$ cat src/logic/serial_port_pkg.sv
package serial_port_pkg;

  // Register offsets (byte addresses on the plain register port).
  localparam logic [11:0] ADDR_CTRL_MAIN = 12'h025;
  localparam logic [11:0] ADDR_STATUS = 12'h025;
  localparam logic [11:0] ADDR_CTRL_AUX = 12'h026;
  localparam logic [11:0] ADDR_DATA_BUF = 12'hF9B;

  // Main control field positions.
  localparam int CM_TX_ENABLE = 7;
  localparam int CM_RX_ENABLE = 6;
  localparam int CM_TX_STOP_LEN = 5;
  localparam int CM_PARITY_EVEN = 4;
  localparam int CM_PARITY_ENABLE = 3;
  localparam int CM_BAUD_LSB = 0;

  // Auxiliary control field positions.
  localparam int CA_GLITCH_LSB = 1;
  localparam int CA_RX_STOP_LEN = 0;

  // Status field positions.
  localparam int ST_PARITY_ERR = 7;
  localparam int ST_FRAME_ERR = 6;
  localparam int ST_OVERRUN_ERR = 5;
  localparam int ST_RX_FULL = 4;
  localparam int ST_TX_DONE = 3;
  localparam int ST_TX_EMPTY = 2;

  // Reset values.
  localparam logic [7:0] CTRL_MAIN_RESET = 8'h00;
  localparam logic [2:0] CTRL_AUX_RESET = 3'h0;
  localparam logic [7:0] DATA_BUF_RESET = 8'h00;

  // Baud dividers in system clock periods per transfer clock tick.
  localparam logic [8:0] DIV_SEL0 = 9'd13;
  localparam logic [8:0] DIV_SEL1 = 9'd26;
  localparam logic [8:0] DIV_SEL2 = 9'd52;
  localparam logic [8:0] DIV_SEL3 = 9'd104;
  localparam logic [8:0] DIV_SEL4 = 9'd208;
  localparam logic [8:0] DIV_SEL5 = 9'd416;
  localparam logic [8:0] DIV_SEL7 = 9'd96;
  localparam logic [2:0] BAUD_TIMER = 3'b110;

  // Oversampling: ticks per bit and majority sample points.
  localparam logic [3:0] TICKS_LAST = 4'hF;
  localparam logic [3:0] SAMPLE_A = 4'h7;
  localparam logic [3:0] SAMPLE_B = 4'h8;
  localparam logic [3:0] SAMPLE_C = 4'h9;

  // Glitch filter: stable-time thresholds in system clocks.
  localparam logic [6:0] GLITCH_T1 = 7'd31;
  localparam logic [6:0] GLITCH_T2 = 7'd63;
  localparam logic [6:0] GLITCH_T3 = 7'd127;

  // Shared frame format carried to both shifters.
  typedef struct packed {
    logic parity_enable;
    logic parity_even;
    logic tx_stop_len;
    logic rx_stop_len;
  } frame_cfg_s;

  // Result of one received frame.
  typedef struct packed {
    logic [7:0] data;
    logic parity_err;
    logic frame_err;
  } rx_result_s;

endpackage

$ cat src/logic/rx_glitch_filter.sv
`timescale 1ns/1ps
// Receive-line noise filter: the output follows the input only after the
// input has held a new level for the selected number of system clocks.
module rx_glitch_filter (
  // Clock and reset.
  input wire logic sys_clk_i,
  input wire logic nrst_i,
  // Control.
  input wire logic [1:0] sel_i,
  // Line.
  input wire logic rx_i,
  output logic rx_o
);

  logic [6:0] cnt_q;
  logic [6:0] limit;

  // Threshold per setting; zero means follow the input one clock later, unfiltered.
  always_comb begin
    unique case (sel_i)
      2'b00: limit = 7'h00;
      2'b01: limit = serial_port_pkg::GLITCH_T1;
      2'b10: limit = serial_port_pkg::GLITCH_T2;
      2'b11: limit = serial_port_pkg::GLITCH_T3;
    endcase
  end

  always_ff @(posedge sys_clk_i or negedge nrst_i) begin
    if (!nrst_i) begin
      cnt_q <= 7'h00;
      rx_o <= 1'b1;
    end else if (rx_i == rx_o) begin
      cnt_q <= 7'h00;
    end else if (cnt_q >= limit) begin
      rx_o <= rx_i;
      cnt_q <= 7'h00;
    end else begin
      cnt_q <= cnt_q + 7'h01;
    end
  end

endmodule

$ cat src/logic/baud_tick_gen.sv
`timescale 1ns/1ps
// Transfer clock generator: one-cycle tick per transfer clock period.
module baud_tick_gen (
  // Clock and reset.
  input wire logic sys_clk_i,
  input wire logic nrst_i,
  // Control.
  input wire logic [2:0] sel_i,
  input wire logic timer5_match_event_i,
  // Tick.
  output logic tick_o
);

  logic [8:0] cnt_q;
  logic [8:0] div;

  always_comb begin
    unique case (sel_i)
      3'b000: div = serial_port_pkg::DIV_SEL0;
      3'b001: div = serial_port_pkg::DIV_SEL1;
      3'b010: div = serial_port_pkg::DIV_SEL2;
      3'b011: div = serial_port_pkg::DIV_SEL3;
      3'b100: div = serial_port_pkg::DIV_SEL4;
      3'b101: div = serial_port_pkg::DIV_SEL5;
      3'b110: div = serial_port_pkg::DIV_SEL7;
      3'b111: div = serial_port_pkg::DIV_SEL7;
    endcase
  end

  always_ff @(posedge sys_clk_i or negedge nrst_i) begin
    if (!nrst_i) begin
      cnt_q <= 9'h000;
      tick_o <= 1'b0;
    end else if (sel_i == serial_port_pkg::BAUD_TIMER) begin
      cnt_q <= 9'h000;
      tick_o <= timer5_match_event_i;
    end else if (cnt_q >= div - 9'h001) begin
      cnt_q <= 9'h000;
      tick_o <= 1'b1;
    end else begin
      cnt_q <= cnt_q + 9'h001;
      tick_o <= 1'b0;
    end
  end

endmodule

$ cat src/logic/async_serial_port.sv
// Local design decision: the plain strobed port.
`timescale 1ns/1ps
module async_serial_port (
  // Clock and reset.
  input wire logic sys_clk_i,
  input wire logic nrst_i,
  // Register port.
  input wire logic [11:0] addr_i,
  input wire logic [7:0] wdata_i,
  input wire logic wr_i,
  input wire logic rd_i,
  output logic [7:0] rdata_o,
  // Timer event.
  input wire logic timer5_match_event_i,
  // Serial lines.
  input wire logic rxd_i,
  output logic txd_o,
  // Interrupt events.
  output logic tx_irq_o,
  output logic rx_irq_o
);

  typedef enum logic [4:0] {
    TX_IDLE = 5'b00001,
    TX_START = 5'b00010,
    TX_DATA = 5'b00100,
    TX_PAR = 5'b01000,
    TX_STOP = 5'b10000
  } tx_state_e;

  typedef enum logic [4:0] {
    RX_IDLE = 5'b00001,
    RX_START = 5'b00010,
    RX_DATA = 5'b00100,
    RX_PAR = 5'b01000,
    RX_STOP = 5'b10000
  } rx_state_e;

  logic [7:0] ctrl_main_q;
  logic [2:0] ctrl_aux_q;
  logic [7:0] rx_buf_q;
  logic [7:0] tx_buf_q;
  logic parity_err_q, frame_err_q, overrun_err_q, rx_full_q;
  logic tx_done_q, tx_empty_q;
  logic tx_pending_q;
  logic status_read_q;
  logic tick;
  logic rx_filt;
  serial_port_pkg::frame_cfg_s cfg;
  tx_state_e tx_state_q;
  rx_state_e rx_state_q;
  logic [3:0] tx_tick_q, rx_tick_q;
  logic [2:0] tx_bit_q, rx_bit_q;
  logic [7:0] tx_shift_q, rx_shift_q;
  logic tx_stop2_q, rx_stop2_q;
  logic [1:0] votes_q;
  logic rx_par_q;
  logic rx_done_q;
  serial_port_pkg::rx_result_s rx_res_q;
  logic wr_main, wr_aux, wr_data, rd_stat, rd_data;
  logic tx_launch, bit_val;

  // Address decode; control and status share an address by direction.
  assign wr_main = wr_i && addr_i == serial_port_pkg::ADDR_CTRL_MAIN;
  assign wr_aux = wr_i && addr_i == serial_port_pkg::ADDR_CTRL_AUX;
  assign wr_data = wr_i && addr_i == serial_port_pkg::ADDR_DATA_BUF;
  assign rd_stat = rd_i && addr_i == serial_port_pkg::ADDR_STATUS;
  assign rd_data = rd_i && addr_i == serial_port_pkg::ADDR_DATA_BUF;

  assign cfg.parity_enable = ctrl_main_q[serial_port_pkg::CM_PARITY_ENABLE];
  assign cfg.parity_even = ctrl_main_q[serial_port_pkg::CM_PARITY_EVEN];
  assign cfg.tx_stop_len = ctrl_main_q[serial_port_pkg::CM_TX_STOP_LEN];
  assign cfg.rx_stop_len = ctrl_aux_q[serial_port_pkg::CA_RX_STOP_LEN];

  baud_tick_gen u_baud (
    .sys_clk_i(sys_clk_i),
    .nrst_i(nrst_i),
    .sel_i(ctrl_main_q[serial_port_pkg::CM_BAUD_LSB +: 3]),
    .timer5_match_event_i(timer5_match_event_i),
    .tick_o(tick)
  );

  rx_glitch_filter u_filt (
    .sys_clk_i(sys_clk_i),
    .nrst_i(nrst_i),
    .sel_i(ctrl_aux_q[serial_port_pkg::CA_GLITCH_LSB +: 2]),
    .rx_i(rxd_i),
    .rx_o(rx_filt)
  );

  // Control registers; write-only.
  always_ff @(posedge sys_clk_i or negedge nrst_i) begin
    if (!nrst_i) begin
      ctrl_main_q <= serial_port_pkg::CTRL_MAIN_RESET;
      ctrl_aux_q <= serial_port_pkg::CTRL_AUX_RESET;
    end else begin
      if (wr_main) ctrl_main_q <= wdata_i;
      if (wr_aux) ctrl_aux_q <= wdata_i[2:0];
    end
  end

  // Tracks a status read so a following buffer access may clear flags.
  always_ff @(posedge sys_clk_i or negedge nrst_i) begin
    if (!nrst_i) status_read_q <= 1'b0;
    else if (rd_stat) status_read_q <= 1'b1;
    else if (rd_data || wr_data) status_read_q <= 1'b0;
  end

  // Read data, one cycle after the strobe; unmapped reads return zero.
  always_ff @(posedge sys_clk_i or negedge nrst_i) begin
    if (!nrst_i) begin
      rdata_o <= 8'h00;
    end else if (rd_stat) begin
      rdata_o <= {parity_err_q, frame_err_q, overrun_err_q, rx_full_q,
                  tx_done_q, tx_empty_q, 2'b00};
    end else if (rd_data) begin
      rdata_o <= rx_buf_q;
    end else begin
      rdata_o <= 8'h00;
    end
  end

  always_ff @(posedge sys_clk_i or negedge nrst_i) begin
    if (!nrst_i) begin
      tx_buf_q <= serial_port_pkg::DATA_BUF_RESET;
      tx_pending_q <= 1'b0;
    end else if (wr_data && status_read_q) begin
      tx_buf_q <= wdata_i;
      tx_pending_q <= 1'b1;
    end else if (tx_launch) begin
      tx_pending_q <= 1'b0;
    end
  end

  assign tx_launch = tx_state_q == TX_IDLE && tx_pending_q && tick &&
                     ctrl_main_q[serial_port_pkg::CM_TX_ENABLE];

  // Transmit flags; the launch event wins over the write clear.
  always_ff @(posedge sys_clk_i or negedge nrst_i) begin
    if (!nrst_i) begin
      tx_empty_q <= 1'b1;
      tx_done_q <= 1'b1;
      tx_irq_o <= 1'b0;
    end else begin
      tx_irq_o <= tx_launch;
      if (tx_launch) tx_empty_q <= 1'b1;
      else if (wr_data && status_read_q) tx_empty_q <= 1'b0;
      if (tx_launch) tx_done_q <= 1'b0;
      else if (tx_state_q == TX_STOP && tick && tx_tick_q ==
               serial_port_pkg::TICKS_LAST && !tx_stop2_q &&
               !tx_pending_q) tx_done_q <= 1'b1;
    end
  end

  always_ff @(posedge sys_clk_i or negedge nrst_i) begin
    if (!nrst_i) begin
      tx_state_q <= TX_IDLE;
      tx_tick_q <= 4'h0;
      tx_bit_q <= 3'h0;
      tx_shift_q <= 8'h00;
      tx_stop2_q <= 1'b0;
      txd_o <= 1'b1;
    end else if (tick) begin
      tx_tick_q <= tx_tick_q + 4'h1;
      unique case (tx_state_q)
        TX_IDLE: begin
          tx_tick_q <= 4'h0;
          txd_o <= 1'b1;
          if (tx_launch) begin
            tx_shift_q <= tx_buf_q;
            tx_state_q <= TX_START;
            txd_o <= 1'b0;
          end
        end
        TX_START: begin
          if (tx_tick_q == serial_port_pkg::TICKS_LAST) begin
            tx_state_q <= TX_DATA;
            tx_bit_q <= 3'h0;
            txd_o <= tx_shift_q[0];
          end
        end
        TX_DATA: begin
          if (tx_tick_q == serial_port_pkg::TICKS_LAST) begin
            tx_bit_q <= tx_bit_q + 3'h1;
            txd_o <= tx_shift_q[tx_bit_q + 3'h1];
            if (tx_bit_q == 3'h7) begin
              if (cfg.parity_enable) begin
                tx_state_q <= TX_PAR;
                txd_o <= ^tx_shift_q ^ ~cfg.parity_even;
              end else begin
                tx_state_q <= TX_STOP;
                txd_o <= 1'b1;
              end
              tx_stop2_q <= cfg.tx_stop_len;
            end
          end
        end
        TX_PAR: begin
          if (tx_tick_q == serial_port_pkg::TICKS_LAST) begin
            tx_state_q <= TX_STOP;
            txd_o <= 1'b1;
          end
        end
        TX_STOP: begin
          if (tx_tick_q == serial_port_pkg::TICKS_LAST) begin
            if (tx_stop2_q) tx_stop2_q <= 1'b0;
            else tx_state_q <= TX_IDLE;
          end
        end
      endcase
    end
  end

  assign bit_val = votes_q[1] || (votes_q[0] && rx_filt);

  always_ff @(posedge sys_clk_i or negedge nrst_i) begin
    if (!nrst_i) begin
      rx_state_q <= RX_IDLE;
      rx_tick_q <= 4'h0;
      rx_bit_q <= 3'h0;
      rx_shift_q <= 8'h00;
      votes_q <= 2'b00;
      rx_par_q <= 1'b0;
      rx_stop2_q <= 1'b0;
      rx_done_q <= 1'b0;
      rx_res_q <= '0;
    end else begin
      rx_done_q <= 1'b0;
      if (tick) begin
        rx_tick_q <= rx_tick_q + 4'h1;
        if (rx_tick_q == serial_port_pkg::SAMPLE_A)
          votes_q <= {1'b0, rx_filt};
        if (rx_tick_q == serial_port_pkg::SAMPLE_B)
          votes_q <= {votes_q[0] & rx_filt, votes_q[0] | rx_filt};
        unique case (rx_state_q)
          RX_IDLE: begin
            rx_tick_q <= 4'h0;
            if (!rx_filt && !overrun_err_q &&
                ctrl_main_q[serial_port_pkg::CM_RX_ENABLE])
              rx_state_q <= RX_START;
          end
          RX_START: begin
            if (rx_tick_q == serial_port_pkg::SAMPLE_C) begin
              if (bit_val) rx_state_q <= RX_IDLE;
            end else if (rx_tick_q == serial_port_pkg::TICKS_LAST) begin
              rx_state_q <= RX_DATA;
              rx_bit_q <= 3'h0;
            end
          end
          RX_DATA: begin
            if (rx_tick_q == serial_port_pkg::SAMPLE_C)
              rx_shift_q <= {bit_val, rx_shift_q[7:1]};
            if (rx_tick_q == serial_port_pkg::TICKS_LAST) begin
              rx_bit_q <= rx_bit_q + 3'h1;
              if (rx_bit_q == 3'h7) begin
                rx_state_q <= cfg.parity_enable ? RX_PAR : RX_STOP;
                rx_stop2_q <= cfg.rx_stop_len;
                rx_res_q.frame_err <= 1'b0;
                rx_res_q.parity_err <= 1'b0;
              end
            end
          end
          RX_PAR: begin
            if (rx_tick_q == serial_port_pkg::SAMPLE_C)
              rx_par_q <= bit_val;
            if (rx_tick_q == serial_port_pkg::TICKS_LAST) begin
              rx_state_q <= RX_STOP;
              rx_res_q.parity_err <=
                (^rx_shift_q ^ ~cfg.parity_even) != rx_par_q;
            end
          end
          RX_STOP: begin
            if (rx_tick_q == serial_port_pkg::SAMPLE_C) begin
              if (!bit_val) rx_res_q.frame_err <= 1'b1;
              if (rx_stop2_q) begin
                rx_stop2_q <= 1'b0;
              end else begin
                rx_state_q <= RX_IDLE;
                rx_done_q <= 1'b1;
                rx_res_q.data <= rx_shift_q;
              end
            end
          end
        endcase
      end
    end
  end

  // Receive buffer and flags; a frame landing on the clearing read wins.
  // read-after-status clear.
  always_ff @(posedge sys_clk_i or negedge nrst_i) begin
    if (!nrst_i) begin
      rx_buf_q <= serial_port_pkg::DATA_BUF_RESET;
      rx_full_q <= 1'b0;
      overrun_err_q <= 1'b0;
      parity_err_q <= 1'b0;
      frame_err_q <= 1'b0;
      rx_irq_o <= 1'b0;
    end else begin
      rx_irq_o <= 1'b0;
      if (rd_data && status_read_q) begin
        rx_full_q <= 1'b0;
        overrun_err_q <= 1'b0;
        parity_err_q <= 1'b0;
        frame_err_q <= 1'b0;
      end
      if (rx_done_q) begin
        if (rx_full_q && !(rd_data && status_read_q)) begin
          overrun_err_q <= 1'b1;
        end else begin
          rx_buf_q <= rx_res_q.data;
          rx_full_q <= 1'b1;
          parity_err_q <= rx_res_q.parity_err;
          frame_err_q <= rx_res_q.frame_err;
          rx_irq_o <= 1'b1;
        end
      end
    end
  end

endmodule

$ cat config.mk
export PLATFORM = sky130hd
export DESIGN_NAME = async_serial_port
export DESIGN_NICKNAME = d
export VERILOG_FILES = /design/src/logic/serial_port_pkg.sv /design/src/logic/rx_glitch_filter.sv /design/src/logic/baud_tick_gen.sv /design/src/logic/async_serial_port.sv
export SDC_FILE = /design/constraint.sdc
export NUM_CORES = 1
export LEC_CHECK = 0
export BUFFER_PORTS_ARGS = -buffer_cell sky130_fd_sc_hd__buf_2
export CAP_MARGIN = 25
export CORE_ASPECT_RATIO = 0.7
export CORE_MARGIN = 5
export CORE_UTILIZATION = 55
export CTS_CLUSTER_DIAMETER = 60
export DETAILED_ROUTE_END_ITERATION = 6
export PLACE_DENSITY = 0.8
export SYNTH_ARGS = -nofsm -noshare
export SYNTH_HDL_FRONTEND = slang
export SYNTH_SLANG_ARGS = --single-unit
$ cat constraint.sdc
create_clock -name sys_clk_i -period 2.8 [get_ports sys_clk_i]
set_input_delay 0.56 -clock sys_clk_i [delete_from_list [all_inputs] [get_ports sys_clk_i]]
set_output_delay 0.56 -clock sys_clk_i [all_outputs]
set_load 0.005 [all_outputs]
### Yosys cells after proc, flatten, opt, wreduce, memory -nomap -nowiden

Memory sizes are Yosys's and may differ from the RTL's.
Index checks and enable logic that the tools add are counted.

* multiplexer cells: 89
* magnitude comparators: 3
* reductions and logical operators: 54
* $add $sub $neg: 7
* equal/unequal tests: 44
* bitwise gates (word level): 8

Operators by type and width (count)
* $mux 5: 17
* $pmux 5 s5: 2
* $mux 1: 44
* $ne 2x2->1 const B: 15
* $pmux 7 s4: 1
* $reduce_and 5->1: 5
* $eq 12x6->1 const B: 2
* $logic_and 1x1->1: 18
* $mux 9: 2
* $reduce_bool 2->1: 9
* $eq 4x4->1 const B: 4
* $mux 8: 2
* $reduce_xor 8->1: 2
* $mux 3: 5
* $mux 7: 2
* $eq 12x12->1 const B: 1
* $pmux 3 s2: 2
* $eq 5x1->1 const B: 2
* $eq 5x2->1 const B: 2
* $eq 5x3->1 const B: 2
* $eq 5x4->1 const B: 2
* $eq 5x5->1 const B: 2
* $add 9x1->9 const B: 1
* $eq 3x3->1 const B: 3
* other kinds (33): 58

* ROM bits: 72
* logic and storage cells: 242
* bits of input ports: 26
* memories kept: 1
* register bits after elaboration: 120

Memories
* (name not given): words 8, width 9, read ports 1, clocked after memory_dff 0, wr ports 0, RTL line baud_tick_gen.sv:18 `unique case (sel_i)`

### Logic depth before layout (Yosys ltp)

* word-level depth: 7
* gate-level depth with buffers: 14
* depth with buffers taken out: 13

### Cells and area by module

A second synthesis with hierarchy kept.

* cell total of the unflattened synthesis: 513
* area total of the unflattened synthesis: 5998.3 um^2

By module, submodules not included
* async_serial_port: cells an instance 389, instances 1, area an instance 4773.3 um^2, seq. area each 2558.7 um^2
* baud_tick_gen: cells an instance 80, instances 1, area an instance 783.3 um^2, seq. area each 250.2 um^2
* rx_glitch_filter: cells an instance 44, instances 1, area an instance 441.7 um^2, seq. area each 201.4 um^2

### Worst setup path after synthesis

OpenSTA, ideal clock, no wires.

* path kind: reg-to-reg
* start: reg ctrl_main_q[0]
* end: reg u_baud.tick_o
* setup slack: 0.020 ns
* period minus slack after synthesis: 2.780 ns
* library setup time: 0.119 ns
* stages on the path, launching flop included: 14
* required time: 2.681 ns
* arrival: 2.661 ns
* cells stage by stage: dfrtp_1 -> clkbuf_1 -> inv_1 -> ha_1 -> nand2b_1 -> ha_1 -> nand3_1 -> xnor2_1 -> o21ai_0 -> ha_1 -> or3_1 -> a221oi_1 -> o31ai_2 -> o21a_1

* longest elaborated chain between the ends: 5
* elaborated cells on any way between the ends: 6

RTL lines
* start: declaration: RTL line async_serial_port.sv:39 `logic [7:0] ctrl_main_q;`
* start signal: assignment: RTL line async_serial_port.sv:94 `ctrl_main_q <= serial_port_pkg::CTRL_MAIN_RESET;`
* start signal: assignment: RTL line async_serial_port.sv:97 `if (wr_main) ctrl_main_q <= wdata_i;`
* $mem_v2 8x9
* $sub 9x1->9: RTL line baud_tick_gen.sv:37 `end else if (cnt_q >= div - 9'h001) begin`
* $ge 9x9->1: RTL line baud_tick_gen.sv:37
* $mux 1: RTL line baud_tick_gen.sv:37
* $mux 1 (*): RTL line baud_tick_gen.sv:34 `end else if (sel_i == serial_port_pkg::BAUD_TIMER) begin`
* end signal: assignment: RTL line baud_tick_gen.sv:36 `tick_o <= timer5_match_event_i;`
* end: declaration: RTL line baud_tick_gen.sv:11 `output logic tick_o`

Every way passes the cells marked *; elsewhere a longest branch is shown, timed or not.
A chain may end at the register's enable or synchronous reset.

### Worst setup path after layout

Same ends and word-level chain as after synthesis.

==> results by group <==
Synth
  – EDFF count, synth: 0
  – Ys Warns: 0
  – Syn nets: 592
  – Post-synth ARST share: 1.00
  – Mapped Cells: 534
  – Cell Area, Synth: 0.00610 sq mm
  – Unique cell type count in the Yosys netlist: 57
  – Sequential share of the synthesized area: 0.493
  – Post-synth top flop: dfrtp_1
  – Synthesis-stage register bit count: 120
  – Synth Area per Inst: 11.4 sq um

Global routing
  – First-pass GRT wire length: 22500 um
  – Largest net degree at the start of global routing: 49
  – Initial antenna violation count: 0
  – Number of global-route vias before repair: 4528
  – GR Util All Layers: 0.212
  – GR Overflow Total: 0

Route
  – Initial DRC count: 319
  – Routed WL: 12900 um
  – Detail-routed net length per standard cell: 17.2 um
  – Vias: 4349
  – ANT nets after route: 0
  – Via density: 5.78
  – DRC errors left: 0
  – DR pass1 iterations: 5

Critical path
  – Required time of the worst setup path: 3110 ps
  – Critical path's top delay family: compound AO/OA/AOI/OAI gates
  – Worst R2R Path Depth: 14
  – Critical-path top delay cell: dfrtp_1
  – Critical Path Source Type: flip-flop
  – CP max FO: 10
  – Max stage delay on crit path: 410 ps
  – Worst-path cell chain: buf_4, ha_2, nand2b_1, ha_4, nand3_1, xnor2_1, o21ai_1, ha_2, o21ai_0, nand2b_1, a21oi_1, o31ai_2, buf_4, o21a_1
  – Crit path depth: 14
  – Critical path arrival: 2990 ps
  – Worst Path Buf+Inv: 2
  – Critical Path End Type: flip-flop
  – WS Path Type: reg -> reg

Floorplanning
  – Top Ports: 37
  – Core area: 0.0109 sq mm
  – Die Ht: 98.1 um
  – # rows: 32
  – Die Span X: 136 um
  – Die area: 0.0133 sq mm
  – Starting Density: 0.558

Power
  – Pwr dens: 719 mW/mm^2
  – Static Leak: 3.41 nW
  – Maximum vdd ir drop: 0.000507 V

Worst hold path
  – Hold Crit Class: in -> async

Clocking
  – H-tree depth: 4
  – Maximum clock path buffer count: 2
  – CTS buffer count: 17
  – Hold_buf cts: 0
  – TritonCTS clock tree: yes
  – Clk root buf: clkbuf_16
  – Clk Latency, worst-skew pair: 420 ps
  – # clock sinks: 120
  – Reg clk slew, reported paths: 60 ps

Final layout
  – Final Cell Area: 0.00714 sq mm
  – Nets@finish: 645
  – Share of layout cells above drive strength 1: 0.268
  – Layout Area Growth over Synthesis: 17.0%
  – Fin util: 0.653
  – N_diodes: 0

STA
  – Clock Skew: 8.64 ps
  – Tmin final: 2680 ps
  – Final hold vios: 0
  – Final WS setup: 122 ps
  – Final setup viols: 0
  – Fmax: 373 MHz
  – Slew headroom: 0.647
  – Setup TNS Final: 0 ps
  – Final worst-path cycle share: 0.956
  – Measured slew at the worst slew-check pin: 529 ps
  – Slew Viols, Final: 0

Placed design
  – Setup WS pre-CTS: 45.9 ps
  – Number of port buffers: 36
  – Cell Area, Placed: 0.00650 sq mm
  – Hpwl dp: 8930 um
  – Placer Congestion: 0.874

Status
  – Status: finished, final reports clean

Run
  – Max-cap viol count: 0
worst reg2reg max path, delay by kind of cell (launching register included):
kind            cells  cell delay, ps
xor+xnor            1             140
buf+inv             2             330
simple gates        3             350
flops               1             410
fa+ha+maj           3             650
compound gates      5             680
cell usage after synthesis (3+ instances only):
library cell	count	area share
xor2_1	11	0.016
nand4_1	3	0.0031
mux2_1	6	0.011
o21ai_0	27	0.022
nor4_1	3	0.0031
ha_1	32	0.066
mux2i_1	7	0.011
nor3_1	7	0.0057
nor2_1	41	0.025
clkbuf_1	8	0.0049
nand3b_1	3	0.0037
a31oi_1	3	0.0031
a22o_1	13	0.019
a21oi_1	13	0.011
xnor2_1	24	0.034
o31ai_1	4	0.0049
nand2_1	35	0.022
a21o_1	7	0.0086
a32o_1	3	0.0049
buf_2	8	0.0066
mux2_2	55	0.10
dfrtp_1	114	0.47
nand2b_1	9	0.0092
nand4b_1	5	0.0072
and4b_1	3	0.0049
and3_1	10	0.010
dfstp_2	6	0.026
nand3_1	21	0.017
inv_1	16	0.0098
or3_1	4	0.0041
final cells by class:
type | count | area (sq um)
flip-flops and latches | 120 | 3010
clock buffers | 18 | 439
inverters | 16 | 60.1
multi-input cells | 382 | 3000
clock inverters | 14 | 136
well taps | 153 | 191
fillers | 821 | 3790
repair buffers | 50 | 300
power by group:
| group | leakage [nW] | switching [W] | internal (W) |
|---|---|---|---|
| combinational | 1.52 | 0.000501 | 0.000422 |
| sequential | 1.61 | 0.000207 | 0.00189 |
| clock | 0.275 | 0.000853 | 0.00126 |
| total | 3.41 | 0.00156 | 0.00357 |
layout by cell type, fill, tap and decap left out, types with 6 or more instances in the layout:
| master | instances |
|---|---|
| a21o_1 | 7 |
| a21oi_1 | 13 |
| a22o_1 | 13 |
| and3_1 | 10 |
| buf_2 | 35 |
| buf_4 | 14 |
| clkbuf_16 | 17 |
| dfrtp_1 | 114 |
| dfstp_2 | 6 |
| ha_1 | 29 |
| inv_1 | 14 |
| inv_6 | 7 |
| mux2_1 | 6 |
| mux2_2 | 55 |
| mux2i_1 | 7 |
| nand2_1 | 35 |
| nand2b_1 | 9 |
| nand3_1 | 21 |
| nor2_1 | 41 |
| nor3_1 | 7 |
| o21ai_0 | 26 |
| xnor2_1 | 24 |
| xor2_1 | 11 |
per-stage QoR:
stage	total power (W)	hold WS (ps)	cells
after floorplan	0.00275	264	534
after global placement	0.00295	468	718
after detailed placement	0.00301	483	718
after CTS	0.00515	71.4	750
after global routing	0.00541	94.0	753
final	0.00514	67.7	753
path summary, 6_finish.rpt:
check                                      from              end  slack, ps
max                              ctrl_main_q[0]    u_baud.tick_o        120
min                                      nrst_i    ctrl_aux_q[2]         70
max reg2reg                      ctrl_main_q[0]    u_baud.tick_o        120
min reg2reg                     u_filt.cnt_q[0]  u_filt.cnt_q[0]        500
max in group asynchronous                nrst_i       tx_empty_q       1990
min in group sys_clk_i     timer5_match_event_i    u_baud.tick_o        360
flip-flops by register name, indices dropped and copies added, names as in the netlist, 7 cells and up:
signal,count
rx_shift_q,8
u_filt.cnt_q,7
rdata_o,8
tx_shift_q,8
rx_buf_q,8
u_baud.cnt_q,9
tx_buf_q,8
ctrl_main_q,8
rx_res_q,10
layer usage:
layer  global-route usage  part of all wire  up-vias
met4               0.0612             0.018        0
met5                    0                 0        -
met3               0.0592             0.048       21
met1                0.298              0.46     2184
li1                     -                 -     2026
met2                0.325              0.48      118
timing repair:
item	4_1_cts	5_1_grt
setup buffers	0	3
resized for setup	1	9
pin swaps	0	1
setup endpoints to repair	1	10
hold endpoints to repair	0	0
cell families after synthesis:
| group | synth area share |
|---|---|
| compound gates | 0.0998 |
| xor+xnor | 0.0539 |
| fa+ha+maj | 0.0656 |
| buf+inv | 0.0213 |
| flops | 0.493 |
| mux | 0.131 |
| simple gates | 0.135 |
No activity file was read; power rests on OpenSTA's default activity.
